<file path="src/rtl/dlf_params.svh">
// timing, field and code constants for the status indicator flasher
`ifndef DLF_PARAMS_SVH
`define DLF_PARAMS_SVH

`define DLF_CLK_HZ       125000000
`define DLF_CYC_PER_MS   (`DLF_CLK_HZ / 1000)

`define DLF_TEST_MS      3000
`define DLF_LONG_MS      600
`define DLF_SHORT_MS     200
`define DLF_GAP_MS       400
`define DLF_PAUSE_MS     2000
`define DLF_BLINK_MS     500

`define DLF_BAUD         9600
`define DLF_BAUD_CYC     (`DLF_CLK_HZ / `DLF_BAUD)
`define DLF_SER_BITS     7
`define DLF_SER_LAST     3'h6
`define DLF_SER_FRAME    4'h8

`define DLF_ASK_CHAR     7'h3F
`define DLF_ASCII_0      7'h30
`define DLF_ASCII_A      7'h37
`define DLF_ASCII_CR     7'h0D
`define DLF_ASCII_LF     7'h0A
`define DLF_MSG_LAST     2'h3

`define DLF_WARN_LO      8'h70
`define DLF_WARN_HI      8'h72
`define DLF_HW_SINGLE    8'h88
`define DLF_RUN_SINGLE   8'h91
`define DLF_SEGV_CODE    8'hF0
`define DLF_CFG_GROUP    4'hA
`define DLF_HW_GROUP     4'hB
`define DLF_RUN_GROUP    4'hC

`define DLF_BYTES_PLAIN  3'h0
`define DLF_BYTES_SEGV   3'h4
`define DLF_BIT_MSB      3'h7

`define DLF_STAT_FAIL    0
`define DLF_STAT_READY   1
`define DLF_STAT_BUSY    2
`define DLF_STAT_RUN     3

`endif

</file>
<file path="src/rtl/dlf_pkg.sv">
// types shared by the status indicator flasher
package dlf_pkg;

  typedef enum logic [1:0] {ST_TEST, ST_READY, ST_RUN, ST_FAULT} dlf_state_t;

  typedef enum logic [1:0] {PH_PULSE, PH_GAP, PH_PAUSE} dlf_phase_t;

  typedef enum logic [2:0] {CL_NONE, CL_WARN, CL_CFG, CL_HW, CL_RUN} dlf_class_t;

  typedef enum logic [1:0] {SER_IDLE, SER_START, SER_DATA, SER_STOP} dlf_ser_t;

  typedef struct packed {
    logic        valid;
    logic        steady;
    logic [7:0]  code;
    logic [31:0] faultLoc;
  } dlf_err_t;

endpackage

</file>
<file path="src/rtl/dlf_flasher.sv">
// status indicator sequencer: self-test progress, ready blink and error code flashing
//
// Overview of operation
// [RL1] Any reset lights the status LED and holds it on during self-test.
// [RL2] Self-test ends about three seconds after reset; then configuration is accepted.
// [RL3] After a passed self-test the LED blinks evenly until configuration arrives.
// [RL4] Once configuration is accepted the LED goes off and stays off.
// [RL5] A hardware problem holds the LED steadily on or flashes its error code.
// [RL6] Error codes are eight bits, sent one bit at a time, msb first.
// [RL7] A one bit is a long pulse, a zero bit a short pulse.
// [RL8] The code repeats forever with a pause marking its first bit.
// [RL9] Warning codes 70H to 72H are shown while self-test keeps running.
// [RL10] Groups: configuration A0H-AFH; hardware 88H, B0H-BFH; run-time 91H, C0H-CFH, F0H.
// [RL11] Run-time codes are taken only in normal operation, never during self-test.
// [RL12] Code F0H is followed by four fault location bytes, high byte first.
// [RL13] Self-test failure is reported in the status bytes of host ports A and B.
// [RL14] A question mark from the terminal returns the shown code as text, 9600 7N1.
// [RL15] 70H fuse failure, 71H loopback failure, 72H negative supply failure.
// [RL16] A0H to AEH flag invalid configuration parameters.
// [RL17] B1H to BEH flag failed component tests.
// [RL18] C0H to CFH are run-time faults such as timeouts and sync loss.
// [RL19] Pulse, gap, pause and blink durations are parameters.
`timescale 1ns/1ps
`include "dlf_params.svh"

module dlf_flasher #(
  parameter logic [31:0] TEST_CYC  = `DLF_TEST_MS * `DLF_CYC_PER_MS,
  parameter logic [31:0] LONG_CYC  = `DLF_LONG_MS * `DLF_CYC_PER_MS,
  parameter logic [31:0] SHORT_CYC = `DLF_SHORT_MS * `DLF_CYC_PER_MS,
  parameter logic [31:0] GAP_CYC   = `DLF_GAP_MS * `DLF_CYC_PER_MS,
  parameter logic [31:0] PAUSE_CYC = `DLF_PAUSE_MS * `DLF_CYC_PER_MS,
  parameter logic [31:0] BLINK_CYC = `DLF_BLINK_MS * `DLF_CYC_PER_MS,
  parameter logic [31:0] BAUD_CYC  = `DLF_BAUD_CYC
) (
  input  wire logic             mclk,
  input  wire logic             sys_rst,
  input  wire logic             hostSwRst,
  input  wire logic             cfgAccepted,
  input  wire dlf_pkg::dlf_err_t errIn,
  input  wire logic             uartRxd,
  output logic                  status_led,
  output logic [7:0]            portAStatus,
  output logic [7:0]            portBStatus,
  output logic                  uartTxd
);
  import dlf_pkg::*;

  dlf_state_t  state_q;
  dlf_phase_t  phase_q;
  logic [31:0] testCnt_q;
  logic [31:0] tmr_q;
  logic [31:0] blinkCnt_q;
  logic        blink_q;
  logic        show_q;
  logic        steady_q;
  logic        fail_q;
  logic [7:0]  code_q;
  logic [31:0] loc_q;
  logic [7:0]  shift_q;
  logic [2:0]  bitIdx_q;
  logic [2:0]  byteIdx_q;
  logic [2:0]  lastByte_q;
  logic        msgBusy_q;
  logic [1:0]  msgIdx_q;
  logic        txReady;
  logic        rxValid;
  logic [6:0]  rxData;

  // group decode of an error code
  function automatic dlf_class_t codeClass(input logic [7:0] c);
    if (c >= `DLF_WARN_LO && c <= `DLF_WARN_HI)
      return CL_WARN; // RL15
    else if (c[7:4] == `DLF_CFG_GROUP)
      return CL_CFG; // RL16
    else if (c[7:4] == `DLF_HW_GROUP || c == `DLF_HW_SINGLE)
      return CL_HW; // RL17
    else if (c[7:4] == `DLF_RUN_GROUP || c == `DLF_RUN_SINGLE || c == `DLF_SEGV_CODE)
      return CL_RUN; // RL18
    else
      return CL_NONE;
  endfunction

  // byte n of the flashed sequence: code, then fault location high byte first
  function automatic logic [7:0] seqByte(input logic [2:0] n, input logic [7:0] c,
                                         input logic [31:0] loc);
    unique case (n)
      3'h0:    return c;
      3'h1:    return loc[31:24]; // RL12
      3'h2:    return loc[23:16];
      3'h3:    return loc[15:8];
      default: return loc[7:0];
    endcase
  endfunction

  function automatic logic [6:0] hexChar(input logic [3:0] n);
    return (n < 4'hA) ? `DLF_ASCII_0 + {3'h0, n} : `DLF_ASCII_A + {3'h0, n};
  endfunction

  wire        rstAll   = sys_rst || hostSwRst; // RL1
  wire        testDone = (testCnt_q == TEST_CYC - 32'h1); // RL2
  dlf_class_t errClass;
  assign errClass = codeClass(errIn.code); // RL10

  // which errors each state takes
  wire takeWarn  = errIn.valid && state_q == ST_TEST && errClass == CL_WARN && !show_q; // RL9
  wire takeFatal = errIn.valid && state_q != ST_FAULT &&
                   (errClass == CL_CFG || errClass == CL_HW ||
                    (errClass == CL_RUN && state_q == ST_RUN)); // RL11
  wire startShow = takeWarn || (takeFatal && !errIn.steady);

  wire        tmrDone  = (tmr_q == 32'h0);
  wire        flashOn  = show_q && phase_q == PH_PULSE;
  wire        lastBit  = (bitIdx_q == 3'h0);
  wire        lastByte = (byteIdx_q == lastByte_q);
  wire [7:0]  nextByte = seqByte(byteIdx_q + 3'h1, code_q, loc_q);
  wire [31:0] bitLen0  = code_q[7] ? LONG_CYC : SHORT_CYC; // RL7

  logic ledD;
  always_comb
  begin
    unique case (state_q)
      ST_TEST:  ledD = show_q ? flashOn : 1'b1; // RL1
      ST_READY: ledD = blink_q; // RL3
      ST_RUN:   ledD = 1'b0; // RL4
      ST_FAULT: ledD = steady_q ? 1'b1 : flashOn; // RL5
    endcase
  end

  // top-level state
  always_ff @(posedge mclk)
  begin
    if (rstAll)
    begin
      state_q   <= ST_TEST;
      testCnt_q <= 32'h0;
      fail_q    <= 1'b0;
      steady_q  <= 1'b0;
    end
    else
    begin
      testCnt_q <= (state_q == ST_TEST) ? testCnt_q + 32'h1 : 32'h0;
      if (takeFatal)
      begin
        state_q  <= ST_FAULT;
        steady_q <= errIn.steady; // RL5
        fail_q   <= fail_q || state_q == ST_TEST; // RL13
      end
      else if (state_q == ST_TEST && testDone)
        state_q <= ST_READY; // RL2
      else if (state_q == ST_READY && cfgAccepted)
        state_q <= ST_RUN; // RL4
    end
  end

  // even blink while waiting for configuration
  always_ff @(posedge mclk)
  begin
    if (rstAll || state_q != ST_READY)
    begin
      blinkCnt_q <= 32'h0;
      blink_q    <= 1'b1;
    end
    else if (blinkCnt_q == BLINK_CYC - 32'h1)
    begin
      blinkCnt_q <= 32'h0;
      blink_q    <= !blink_q; // RL3
    end
    else
      blinkCnt_q <= blinkCnt_q + 32'h1;
  end

  // serial code flasher
  always_ff @(posedge mclk)
  begin
    if (rstAll)
    begin
      show_q     <= 1'b0;
      phase_q    <= PH_PAUSE;
      tmr_q      <= 32'h0;
      code_q     <= 8'h00;
      loc_q      <= 32'h0;
      shift_q    <= 8'h00;
      bitIdx_q   <= `DLF_BIT_MSB;
      byteIdx_q  <= 3'h0;
      lastByte_q <= `DLF_BYTES_PLAIN;
    end
    else if (startShow)
    begin
      show_q     <= 1'b1;
      code_q     <= errIn.code;
      loc_q      <= errIn.faultLoc;
      shift_q    <= errIn.code; // RL6
      bitIdx_q   <= `DLF_BIT_MSB;
      byteIdx_q  <= 3'h0;
      lastByte_q <= (errIn.code == `DLF_SEGV_CODE) ? `DLF_BYTES_SEGV : `DLF_BYTES_PLAIN; // RL12
      phase_q    <= PH_PAUSE; // RL8
      tmr_q      <= PAUSE_CYC - 32'h1;
    end
    else if (state_q == ST_TEST && testDone)
      show_q <= 1'b0;
    else if (show_q && !tmrDone)
      tmr_q <= tmr_q - 32'h1;
    else if (show_q)
    begin
      unique case (phase_q)
        PH_PULSE:
        begin
          phase_q <= PH_GAP;
          tmr_q   <= GAP_CYC - 32'h1;
        end
        PH_GAP:
          if (lastBit && lastByte)
          begin
            phase_q <= PH_PAUSE; // RL8
            tmr_q   <= PAUSE_CYC - 32'h1;
          end
          else
          begin
            phase_q   <= PH_PULSE;
            shift_q   <= lastBit ? nextByte : {shift_q[6:0], 1'b0}; // RL6
            byteIdx_q <= lastBit ? byteIdx_q + 3'h1 : byteIdx_q;
            bitIdx_q  <= bitIdx_q - 3'h1;
            tmr_q     <= ((lastBit ? nextByte[7] : shift_q[6]) ? LONG_CYC : SHORT_CYC)
                         - 32'h1; // RL7
          end
        PH_PAUSE:
        begin
          phase_q   <= PH_PULSE; // RL8
          shift_q   <= code_q;
          byteIdx_q <= 3'h0;
          bitIdx_q  <= `DLF_BIT_MSB;
          tmr_q     <= bitLen0 - 32'h1; // RL7
        end
      endcase
    end
  end

  // text answer to the terminal: two hex digits, CR, LF
  wire askSeen = rxValid && rxData == `DLF_ASK_CHAR && show_q; // RL14
  logic [6:0] msgChar;
  always_comb
  begin
    unique case (msgIdx_q)
      2'h0: msgChar = hexChar(code_q[7:4]);
      2'h1: msgChar = hexChar(code_q[3:0]);
      2'h2: msgChar = `DLF_ASCII_CR;
      2'h3: msgChar = `DLF_ASCII_LF;
    endcase
  end
  wire txSend = msgBusy_q && txReady;

  always_ff @(posedge mclk)
  begin
    if (rstAll)
    begin
      msgBusy_q <= 1'b0;
      msgIdx_q  <= 2'h0;
    end
    else if (askSeen && !msgBusy_q)
    begin
      msgBusy_q <= 1'b1; // RL14
      msgIdx_q  <= 2'h0;
    end
    else if (txSend)
    begin
      msgIdx_q  <= msgIdx_q + 2'h1;
      msgBusy_q <= (msgIdx_q != `DLF_MSG_LAST);
    end
  end

  dlf_serial_port #(
    .BIT_CYC (BAUD_CYC)
  ) uSerial (
    .mclk    (mclk),
    .sys_rst (rstAll),
    .rxdPin  (uartRxd),
    .txValid (txSend),
    .txData  (msgChar),
    .txReady (txReady),
    .rxValid (rxValid),
    .rxData  (rxData),
    .txdPin  (uartTxd)
  );

  // led and host status bytes
  logic [7:0] statD;
  always_comb
  begin
    statD                  = 8'h00;
    statD[`DLF_STAT_FAIL]  = fail_q; // RL13
    statD[`DLF_STAT_READY] = (state_q == ST_READY);
    statD[`DLF_STAT_BUSY]  = (state_q == ST_TEST);
    statD[`DLF_STAT_RUN]   = (state_q == ST_RUN);
  end

  always_ff @(posedge mclk)
  begin
    if (rstAll)
    begin
      status_led  <= 1'b1; // RL1
      portAStatus <= 8'h00;
      portBStatus <= 8'h00;
    end
    else
    begin
      status_led  <= ledD;
      portAStatus <= statD; // RL13
      portBStatus <= statD;
    end
  end

  // checks
  logic [31:0] onLen_q;
  always_ff @(posedge mclk)
  begin
    if (rstAll || !status_led)
      onLen_q <= 32'h0;
    else
      onLen_q <= onLen_q + 32'h1;
  end
endmodule

</file>
<file path="src/rtl/dlf_serial_port.sv">
// 7N1 serial receiver and transmitter for the diagnostic terminal
`timescale 1ns/1ps
`include "dlf_params.svh"

module dlf_serial_port #(
  parameter logic [31:0] BIT_CYC = `DLF_BAUD_CYC
) (
  input  wire logic       mclk,
  input  wire logic       sys_rst,
  input  wire logic       rxdPin,
  input  wire logic       txValid,
  input  wire logic [6:0] txData,
  output logic            txReady,
  output logic            rxValid,
  output logic [6:0]      rxData,
  output logic            txdPin
);
  import dlf_pkg::*;

  logic        rxS1_q;
  logic        rxS2_q;
  dlf_ser_t    rxSt_q;
  logic [31:0] rxCnt_q;
  logic [2:0]  rxBit_q;
  logic        txBusy_q;
  logic [8:0]  txSh_q;
  logic [31:0] txCnt_q;
  logic [3:0]  txBit_q;

  wire rxTick = (rxCnt_q == 32'h0);
  wire txTick = (txCnt_q == 32'h0);
  wire txLoad = txValid && !txBusy_q;

  always_ff @(posedge mclk)
  begin
    rxS1_q <= rxdPin;
    rxS2_q <= rxS1_q;
  end

  // receive: centre sampling from the start edge
  always_ff @(posedge mclk)
  begin
    rxValid <= 1'b0;
    if (sys_rst)
    begin
      rxSt_q  <= SER_IDLE;
      rxCnt_q <= 32'h0;
      rxBit_q <= 3'h0;
      rxData  <= 7'h00;
    end
    else
    begin
      rxCnt_q <= rxTick ? BIT_CYC - 32'h1 : rxCnt_q - 32'h1;
      unique case (rxSt_q)
        SER_IDLE:
          if (!rxS2_q)
          begin
            rxSt_q  <= SER_START;
            rxCnt_q <= BIT_CYC >> 1;
          end
        SER_START:
          if (rxTick)
          begin
            rxSt_q  <= rxS2_q ? SER_IDLE : SER_DATA;
            rxBit_q <= 3'h0;
          end
        SER_DATA:
          if (rxTick)
          begin
            rxData  <= {rxS2_q, rxData[6:1]};
            rxBit_q <= rxBit_q + 3'h1;
            if (rxBit_q == `DLF_SER_LAST)
              rxSt_q <= SER_STOP;
          end
        SER_STOP:
          if (rxTick)
          begin
            rxValid <= rxS2_q; // RL14
            rxSt_q  <= SER_IDLE;
          end
      endcase
    end
  end

  // transmit: start bit, 7 data bits lsb first, stop bit
  always_ff @(posedge mclk)
  begin
    if (sys_rst)
    begin
      txBusy_q <= 1'b0;
      txSh_q   <= 9'h1FF;
      txCnt_q  <= 32'h0;
      txBit_q  <= 4'h0;
      txdPin   <= 1'b1;
    end
    else if (txLoad)
    begin
      txBusy_q <= 1'b1;
      txSh_q   <= {1'b1, txData, 1'b0}; // RL14
      txCnt_q  <= BIT_CYC - 32'h1;
      txBit_q  <= 4'h0;
      txdPin   <= 1'b0;
    end
    else if (txBusy_q)
    begin
      txCnt_q <= txTick ? BIT_CYC - 32'h1 : txCnt_q - 32'h1;
      if (txTick)
      begin
        txSh_q  <= {1'b1, txSh_q[8:1]};
        txdPin  <= txSh_q[1];
        txBit_q <= txBit_q + 4'h1;
        if (txBit_q == `DLF_SER_FRAME)
        begin
          txBusy_q <= 1'b0;
          txdPin   <= 1'b1;
        end
      end
    end
  end

  assign txReady = !txBusy_q;

endmodule

</file>
<file path="config.mk">
export PLATFORM = sky130hd
export DESIGN_NAME = dlf_flasher
export DESIGN_NICKNAME = d
export VERILOG_FILES = /design/src/rtl/dlf_pkg.sv /design/src/rtl/dlf_flasher.sv /design/src/rtl/dlf_serial_port.sv
export VERILOG_INCLUDE_DIRS = /design/src /design/src/rtl
export SDC_FILE = /design/constraint.sdc
export NUM_CORES = 1
export LEC_CHECK = 0
export ABC_AREA = 1
export BUFFER_PORTS_ARGS = -buffer_cell sky130_fd_sc_hd__buf_2
export CORE_MARGIN = 4
export CORE_UTILIZATION = 30
export CTS_CLUSTER_SIZE = 20
export DETAILED_ROUTE_END_ITERATION = 8
export PLACE_DENSITY = 0.41
export SLEW_MARGIN = 20
export SYNTH_ARGS = -nofsm -noshare
export SYNTH_HDL_FRONTEND = slang
export SYNTH_SLANG_ARGS = --single-unit
</file>
<file path="constraint.sdc">
create_clock -name mclk -period 2.25 [get_ports mclk]
set_input_delay 0.5625 -clock mclk [delete_from_list [all_inputs] [get_ports mclk]]
set_output_delay 0.5625 -clock mclk [all_outputs]
set_load 0.05 [all_outputs]
</file>
==> results of run 1 <==
[cells by family after synthesis]
logic type,after synthesis
compound gates,324
xor+xnor,63
buf+inv,307
flops,258
simple gates,966
fa+ha+maj,28
other cells,1
[through the flow]
step	utilization	instances
6_report	0.363	2669
4_1_cts	0.361	2666
3_3_place_gp	0.335	2605
3_5_place_dp	0.335	2605
2_1_floorplan	-	1954
5_1_grt	0.362	2666
[final cells by class]
cell class,instances,area [sq um],share of cell area
Clock buffer,53,1100,0.0678
Multi-Input combinational cell,1389,7300,0.451
Antenna cell,3,7.51,0.000464
Tap cell,592,741,0.0458
Clock inverter,8,95.1,0.00588
Timing Repair Buffer,123,858,0.0531
Inverter,243,912,0.0564
Sequential cell,258,5170,0.319
[power by group through the flow]
stage               combinational (W)  clock [W]  sequential [W]
finish                       0.000987    0.00569         0.00467
detailed placement           0.000980          0         0.00477
global route                  0.00112    0.00609         0.00468
floorplan                    0.000678          0         0.00476
global placement             0.000983          0         0.00477
CTS                          0.000986    0.00595         0.00467
[per-layer routing]
| layer | global-route usage | vias up | share of wire |
|---|---|---|---|
| met5 | 0 | - | 0.00089 |
| met4 | 0.0527 | 6 | 0.027 |
| met3 | 0.0330 | 66 | 0.047 |
| met2 | 0.237 | 181 | 0.42 |
| met1 | 0.214 | 5632 | 0.50 |
| li1 | - | 6559 | - |
[cell usage after synthesis, drive strengths merged]
cell type	number	share of area
nor2	347	0.11
nand2	322	0.092
dfxtp	258	0.38
inv	241	0.066
o21ai	146	0.053
a21oi	128	0.047
nand3	121	0.049
nor3	84	0.038
xor2	43	0.028
buf	40	0.020
nand4	38	0.019
ha	28	0.026
clkbuf	24	0.0066
nor4	22	0.012
xnor2	20	0.013
a31oi	13	0.0060
or2	13	0.0061
nor3b	11	0.0064
o211ai	9	0.0049
o21a	6	0.0033
a211oi	5	0.0031
o31ai	4	0.0022
a22oi	3	0.0016
and3	3	0.0014
nand3b	3	0.0016
clkinv	2	0.00055
o2111ai	2	0.0013
o221ai	2	0.0013
o22ai	2	0.00092
o41ai	2	0.0013
a221oi	1	0.00064
and2	1	0.00046
conb	1	0.00027
o21bai	1	0.00055
or4	1	0.00055
[registers in the layout (all words and copies together), names as in the netlist, 4 cells and up, named ones only]
signal and flops:
tmr_q 32, uSerial.rxData 7, shift_q 7, uSerial.txBit_q 4, loc_q 32, uSerial.rxCnt_q 32, blinkCnt_q 32, uSerial.txSh_q 7
testCnt_q 32, code_q 8, uSerial.txCnt_q 32, portBStatus 4
[worst paths after layout]
path,startpoint,to,slack (ns),depth (start not counted)
setup reg to reg,tmr_q[0],tmr_q[15],0.17,14
setup / recovery,tmr_q[0],tmr_q[15],0.17,14
hold reg to reg,uSerial.rxS1_q,uSerial.rxS2_q,0.37,0
hold / removal,uartRxd,uSerial.rxS1_q,0.15,1
[worst register-to-register path, cell delays in order (launching register included)]
cell and delay, ns:
dfxtp_1 0.32, inv_1 0.11, ha_1 0.18, nand2_1 0.07, nor2_2 0.15, nand4_2 0.14
nor2_4 0.23, nor2_4 0.12, nor2_4 0.13, nor2_1 0.08, buf_4 0.15, a21oi_1 0.12
o21ai_1 0.08, nand2_1 0.06, inv_1 0.03
[layout by cell type (no fill, tap or decap), types with 11 or more instances in the layout]
cell	synthesis	final
ha_1	28	27
clkbuf_16	0	37
inv_2	31	32
nand2_1	309	309
o21ai_0	132	131
clkbuf_8	0	11
xnor2_1	20	20
nor2_1	305	303
nand3_1	112	112
o21ai_1	14	15
xor2_1	43	43
a31oi_1	13	13
nor2_2	30	28
dfxtp_1	258	256
nand4_1	34	34
nor2_4	11	15
buf_2	17	56
inv_1	210	209
nor4_1	20	19
nor3_1	68	67
nor3_2	12	11
a21oi_1	128	128
buf_4	14	61
==> run_results.csv, run 1 <==
group,metric,value,unit
run_status,status,"finished, final reports clean",
critical_path,crit_top_cell,"nor2_4",
yosys,synthSimpleGateAreaFrac,0.334,
critical_path,startpoint_type,"flip-flop",
cts,cts_setup_buffers,0,
route,drt-initial-drc-count,683,
critical_path,critical_path_peak_fanout,8,
sta,max_freq,480,MHz
route,wl,38000,um
power,ir_worst_vdd,0.432,mV
cts,htree_levels,2,
sta,grt_setup_unrepaired,"false",
placement,pre_cts_ws,-0.0575,ns
route,firstDrtPassIters,5,
power,p_total,0.0113,W
run,cap_violations,0,
placement,port_buffers,56,
sta,slew_headroom,0.659,
sta,setup_viol,0,
sta,fin_setup_tns,0,ns
grt,grtUsageTotal,0.154,
power,p_clk_frac,0.501,
floorplanning,die_x,221,um
grt,grt_pass1_wl,63400,um
yosys,synth_seq_area_share,0.378,
yosys,ys.warnings.count,0,
final_layout,syn2layout_area_growth,18.4,%
power,seqPwrFrac,0.412,
sta,fin_ws,0.166,ns
route,ant_nets,0,
critical_path,path_class,"reg -> reg",
final_layout,fin_nets,2125,
floorplanning,core,44600,sq um
sta,finalWorstPathRequiredPeriod,2.08,ns
placement,placed_area,14900,sq um
placement,dp_hpwl,28200,um
sta,finalHoldViolations,0,
critical_path,cp.arrival,2.51,ns
grt,grt_max_degree,32,
power,leakage,6.79,nW
critical_path,cp.buffers_inverters,3,
yosys,syn-cell-area,13700,sq um
power,switching_power,0.00280,W
cts,cts_tree,"yes",
yosys,syn_inst,1947,
sta,whs,0.147,ns
cts,cts.sinks,258,
floorplanning,die_h,221,um
power,powerDensity,701,nW/um^2
critical_path,cp_top_family,"simple AND/OR/NAND/NOR gates",
critical_path,crit_slowest_cell,"dfxtp_1",
final_layout,n_fill_cell,4714,
cts,clock_latency,0.53,ns
power,p_int,0.00854,W
yosys,synth.area.mux_share,0,
route,wl_per_cell,14.2,um
grt,antenna_found_initial,5,
yosys,syn_area_per_cell,7.01,sq um
hold_path,hp-class,"in -> reg",
grt,grt-ovfl-total,0,
cts,postCtsResizedCells,0,
critical_path,worstPathCellList,"inv_1 > ha_1 > nand2_1 > nor2_2 > nand4_2 > nor2_4 > nor2_4 > nor2_4 > nor2_1 > buf_4 > a21oi_1 > o21ai_1 > nand2_1 > inv_1",
route,drc,0,
placement,routabilityCongestion,0.850,
yosys,synth_top_family_by_area,"simple AND/OR/NAND/NOR gates",
final_layout,drive_gt1_frac,0.151,
yosys,synth_xor_area_frac,0.0404,
yosys,synthDistinctLibCells,57,
cts,clockRootBuffer,"clkbuf_16",
route,vias,12400,
final_layout,finish.instance_area,16200,sq um
power,swShare,0.247,
floorplanning,initial_utilization,0.306,
grt,grt_pass1_vias,12200,
cts,clk_path_buf_depth,3,
floorplanning,rows,77,
yosys,synthAdderAreaFrac,0.0257,
sta,skew,0.0108,ns
route,drt-vias-per-instance,4.66,
yosys,synth_compound_area_frac,0.128,
cts,clk_pin_slew,0.06,ns
sta,timing.final.crit_share,0.926,
power,comb_power_share,0.087,
yosys,yosys_register_bits,258,
floorplanning,dieArea,49000,sq um
critical_path,endpoint_kind,"flip-flop",
floorplanning,io_pins,65,
critical_path,required,2.67,ns
cts,cts_buffers,35,
sta,slew_violations,0,
sta,worst_pin_slew,0.507,ns
cts,hold_buffers,0,
critical_path,critPathMaxStageDelay,0.32,ns
Power figures use the tool's default switching activity.
==> inputs of run 2 (changes only) <==
CAP_MARGIN = 40   (was not set)
GPL_TIMING_DRIVEN = 0   (was not set)
==> run_results.csv, run 2 (synthesized netlist as in run 1, its figures left out) <==
group,metric,value,unit
floorplanning,die_x,221,um
sta,max_freq,473,MHz
critical_path,required,2.68,ns
route,drt-vias-per-instance,4.68,
final_layout,fin_nets,2136,
final_layout,syn2layout_area_growth,18.5,%
power,leakage,6.76,nW
cts,cts_tree,"yes",
floorplanning,core,44600,sq um
final_layout,final_util,0.363,
cts,clk_pin_slew,0.06,ns
cts,clk_path_buf_depth,3,
final_layout,multi_input_area,7400,sq um
floorplanning,initial_utilization,0.306,
critical_path,critical_path_peak_fanout,5,
placement,placed_cells,2603,
final_layout,register_area,5170,sq um
critical_path,cp.arrival,2.54,ns
sta,worst_pin_slew,0.779,ns
cts,cts_buffers,35,
hold_path,hp-class,"in -> reg",
critical_path,startpoint_type,"flip-flop",
route,wl_per_cell,14.9,um
sta,skew,0.00985,ns
final_layout,mostFrequentLayoutCell,"nand2_1",
route,drt-initial-drc-count,807,
grt,grt_pass1_wl,64500,um
final_layout,n_fill_cell,4793,
sta,slew_violations,0,
run_status,status,"finished, final reports clean",
route,route.met3.wl,1800,um
cts,htree_levels,2,
sta,timing.final.crit_share,0.940,
route,ant_nets,0,
cts,clock_latency,0.53,ns
placement,port_buffers,56,
floorplanning,io_pins,65,
final_layout,drive_gt1_frac,0.149,
grt,antenna_found_initial,3,
cts,clockRootBuffer,"clkbuf_16",
floorplanning,dieArea,49000,sq um
route,met1_length,20100,um
route,dr_wl_met2,17400,um
placement,routabilityCongestion,0.846,
sta,finalHoldViolations,0,
power,powerDensity,705,nW/um^2
final_layout,fin_cells,2679,
floorplanning,rows,77,
floorplanning,die_h,221,um
route,wl,40000,um
critical_path,path_class,"reg -> reg",
route,firstDrtPassIters,6,
sta,slew_headroom,0.481,
route,highest_layer,"met5",
sta,setup_viol,0,
cts,cts.sinks,258,
grt,grtUsageTotal,0.160,
route,vias,12500,
final_layout,layout_common_cells,"nand2_1, nor2_1, dfxtp_1",
grt,grt-ovfl-total,0,
power,ir_worst_vdd,0.490,mV
run,cap_violations,0,
sta,finalWorstPathRequiredPeriod,2.11,ns
grt,grt_pass1_vias,11900,
critical_path,endpoint_kind,"flip-flop",
placement,dp_hpwl,30100,um
cts,hold_buffers,0,
route,drc,0,
grt,grt_max_degree,12,
run 2: what timing repair did:
item                                    CTS  global route
endpoints found under the setup margin   39            72
gates cloned                              0             1
gates resized for setup                   8            36
buffers inserted                          0            15
pin swaps                                 0            12
run 2: worst paths after layout:
check | start | endpoint | slack (ns) | cells past startpoint
max reg2reg | uSerial.txCnt_q[0] | uSerial.txCnt_q[28] | 0.14 | 13
max | uSerial.txCnt_q[0] | uSerial.txCnt_q[28] | 0.14 | 13
min reg2reg | uSerial.rxS1_q | uSerial.rxS2_q | 0.37 | 0
min | uartRxd | uSerial.rxS1_q | 0.13 | 1
run 2: area by class of cell:
cell class,instances,share of cell area
clock buffer,53,0.0647
buffer,61,0.0225
tap,592,0.0458
sequential,258,0.319
timing repair buffer,72,0.0250
clock inverter,8,0.00866
antenna,2,0.000309
inverter,243,0.0564
multi-input combinational,1390,0.457
run 2: power by group:
group / leakage (nW) / total, W / internal [W] / switching [W]
logic: 4.09 / 0.000983 / 0.000328 / 0.000654
registers: 2.08 / 0.00467 / 0.00463 / 0.0000444
clock network: 0.583 / 0.00575 / 0.00365 / 0.00210
total: 6.76 / 0.0114 / 0.00861 / 0.00280
run 2: through the flow:
| step | hold slack [ns] | worst slack [ns] | setup TNS [ns] | instance area [sq um] | total power, W |
|---|---|---|---|---|---|
| floorplan | 0.310 | 0.427 | 0 | 13700 | 0.00544 |
| global placement | 0.379 | -0.620 | -39.41 | 14700 | 0.00572 |
| detailed placement | 0.378 | -0.636 | -42.97 | 14700 | 0.00572 |
| CTS | 0.0928 | 0.00626 | 0 | 15900 | 0.0116 |
| global route | 0.0935 | -0.0359 | -0.0569 | 16200 | 0.0119 |
| finish | 0.135 | 0.136 | 0 | 16200 | 0.0114 |
run 2: worst max-delay path, stage by stage, from the launching register on:
cell     delay [ns]
dfxtp_1        0.31
inv_2          0.10
ha_1           0.19
nand2_2        0.10
nor2_4         0.15
nand2_4        0.08
nor4_4         0.36
nand2_2        0.14
nor3_4         0.20
nand2_2        0.10
nor2_2         0.12
nand2_1        0.06
nand2_1        0.05
nor2_1         0.04
run 2: layer usage:
metal | up-vias | global-route usage
li1 | 6598 | -
met1 | 5673 | 0.226
met2 | 210 | 0.248
met3 | 51 | 0.0346
met4 | 2 | 0.0397
met5 | - | 0
==> inputs of run 3 (changes only) <==
ABC_AREA = not set   (was 1)
==> run_results.csv, run 3 <==
group,metric,value,unit
cts,clk_path_buf_depth,3,
final_layout,final_util,0.395,
critical_path,worstPathCellList,"nor4_4 > nand4_4 > or3_4 > or4_4 > or4b_4 > a21oi_2",
critical_path,critical_path_peak_fanout,5,
grt,antenna_found_initial,3,
floorplanning,io_pins,65,
grt,grt_max_degree,12,
power,leakage,5.90,nW
yosys,synth_commonest_cells,"dfxtp_1, nor2_1, nand2_1, a21oi_1, xnor2_1",
floorplanning,rows,74,
run_status,status,"finished, violations left",
yosys,syn_inst,1494,
route,ant_nets,0,
critical_path,startpoint_type,"flip-flop",
sta,slew_headroom,0.455,
sta,slew_violations,0,
sta,finalHoldViolations,0,
route,vias,11100,
yosys,synthFlopType,"dfxtp_1",
yosys,async_flop_share,0,
critical_path,endpoint_kind,"flip-flop",
final_layout,insertedDiodeCount,0,
final_layout,drive_gt1_frac,0.232,
yosys,synth_edf_count,0,
power,ir_worst_vdd,0.511,mV
power,p_total,0.0111,W
cts,clock_latency,0.54,ns
yosys,yosys_register_bits,258,
sta,timing.final.crit_share,1.15,
cts,htree_levels,2,
run,cap_violations,0,
route,drt-vias-per-instance,5.00,
critical_path,critPathMaxStageDelay,0.53,ns
critical_path,cp_top_family,"simple AND/OR/NAND/NOR gates",
final_layout,mostFrequentLayoutCell,"dfxtp_1",
sta,finalWorstPathRequiredPeriod,2.59,ns
floorplanning,dieArea,45300,sq um
sta,whs,0.126,ns
power,p_int,0.00822,W
floorplanning,core,41200,sq um
cts,clockRootBuffer,"clkbuf_16",
sta,grt_setup_unrepaired,"true",
critical_path,cp.arrival,3.05,ns
critical_path,required,2.71,ns
route,drc,0,
grt,grt_pass1_vias,10800,
power,comb_power_share,0.115,
placement,dp_hpwl,26500,um
final_layout,fin_cells,2214,
hold_path,hp-class,"in -> reg",
yosys,synth_area_leader_cell,"dfxtp_1",
sta,skew,0.0124,ns
power,switching_power,0.00286,W
critical_path,path_class,"reg -> reg",
cts,cts_tree,"yes",
final_layout,layout_common_cells,"dfxtp_1, nor2_1, nand2_1",
sta,max_freq,386,MHz
yosys,synthDistinctLibCells,72,
placement,placed_cells,2091,
yosys,syn_area_per_cell,8.43,sq um
route,drt-initial-drc-count,568,
placement,routabilityCongestion,0.815,
grt,grt-ovfl-total,0,
yosys,syn-cell-area,12600,sq um
power,powerDensity,682,nW/um^2
sta,setup_viol,28,
grt,grt_pass1_wl,59700,um
yosys,synth_area_leaders,"dfxtp_1, nor2_1, xnor2_1",
grt,grtUsageTotal,0.164,
sta,fin_ws,-0.341,ns
route,firstDrtPassIters,5,
power,seqPwrFrac,0.423,
run_status,violations,"negative setup slack",
power,p_clk_frac,0.463,
cts,clk_pin_slew,0.06,ns
route,wl_per_cell,17.1,um
floorplanning,die_h,213,um
critical_path,crit_slowest_cell,"or4b_4",
final_layout,fin_nets,1732,
floorplanning,initial_utilization,0.306,
yosys,synth_seq_area_share,0.410,
yosys,ys.warnings.count,0,
final_layout,syn2layout_area_growth,29.1,%
critical_path,cp.buffers_inverters,0,
placement,port_buffers,56,
floorplanning,die_x,213,um
yosys,yosysMostFrequentCell,"dfxtp_1",
cts,cts_buffers,34,
sta,worst_pin_slew,0.817,ns
yosys,synth_top_area_frac,0.410,
power,swShare,0.258,
route,wl,37900,um
cts,cts.sinks,258,
==> run 3: changes by cell type after synthesis, moves of 22 or more <==
cell,change
nor2_2,-30
nand3_1,-59
o21ai_0,-71
clkbuf_1,+35
nand2_1,-214
inv_2,-31
inv_1,-168
or3_1,+22
or4_1,+22
a21oi_1,-49
mux2i_1,+58
xnor2_1,+54
nor2_1,-61
==> run 3: final timing paths <==
path	end	slack (ns)	startpoint	cells after the start
max	byteIdx_q[2]	-0.34	tmr_q[5]	6
max reg2reg	byteIdx_q[2]	-0.34	tmr_q[5]	6
min reg2reg	uSerial.rxS2_q	0.33	uSerial.rxS1_q	0
min	uSerial.rxS1_q	0.13	uartRxd	1
==> run 3: through the flow <==
step                setup WS, ns  area (sq um)  TNS, ns
finish                    -0.341         16300    -2.45
global route              -0.398         16300    -6.05
CTS                       -0.347         15500    -4.27
detailed placement        -0.745         13700  -103.97
global placement           -1.04         13700  -113.24
floorplan                 -0.277         12700    -1.56
==> run 3: power groups by stage <==
| stage | logic (W) | registers, W | clock network, W |
|---|---|---|---|
| 2_1_floorplan | 0.000689 | 0.00477 | 0 |
| 3_3_place_gp | 0.000972 | 0.00478 | 0 |
| 3_5_place_dp | 0.000969 | 0.00478 | 0 |
| 4_1_cts | 0.00112 | 0.00468 | 0.00533 |
| 5_1_grt | 0.00139 | 0.00469 | 0.00551 |
| 6_report | 0.00127 | 0.00468 | 0.00513 |
==> run 3: timing repair <==
| action | 4_1_cts | 5_1_grt |
|---|---|---|
| resized for setup | 120 | 134 |
| cloned | 1 | 1 |
| setup buffers | 40 | 30 |
| endpoints found under the hold margin | 0 | 0 |
| endpoints found under the setup margin | 205 | 171 |
| pin swaps | 31 | 44 |
| hold buffers | 0 | 0 |
==> run 3: cell families after synthesis <==
logic type	synth area share
flip-flops	0.410
XOR/XNOR	0.0939
AO/OA/AOI/OAI	0.116
adder cells (fa/ha/maj)	0.0278
multiplexers	0.0470
buffers and inverters	0.0435
other	0.000298
AND/OR/NAND/NOR	0.261
==> run 3: cell type report <==
type	count	area [sq um]
Clock buffer	55	1000
Inverter	42	160
Sequential cell	258	5200
Tap cell	532	666
Clock inverter	6	51.3
Timing Repair Buffer	131	917
Fill cell	4194	24900
Multi-Input combinational cell	1120	7800
Buffer	70	467
==> run 3: routing by layer <==
metal  part of all wire  up-vias  global-route usage  routed length [um]
met4              0.026        6              0.0553                 968
li1                   -     5583                   -                   -
met3              0.046       62              0.0339                1750
met2               0.44      215               0.257               16800
met1               0.48     5204               0.227               18300
met5             0.0012        -                   0                  47
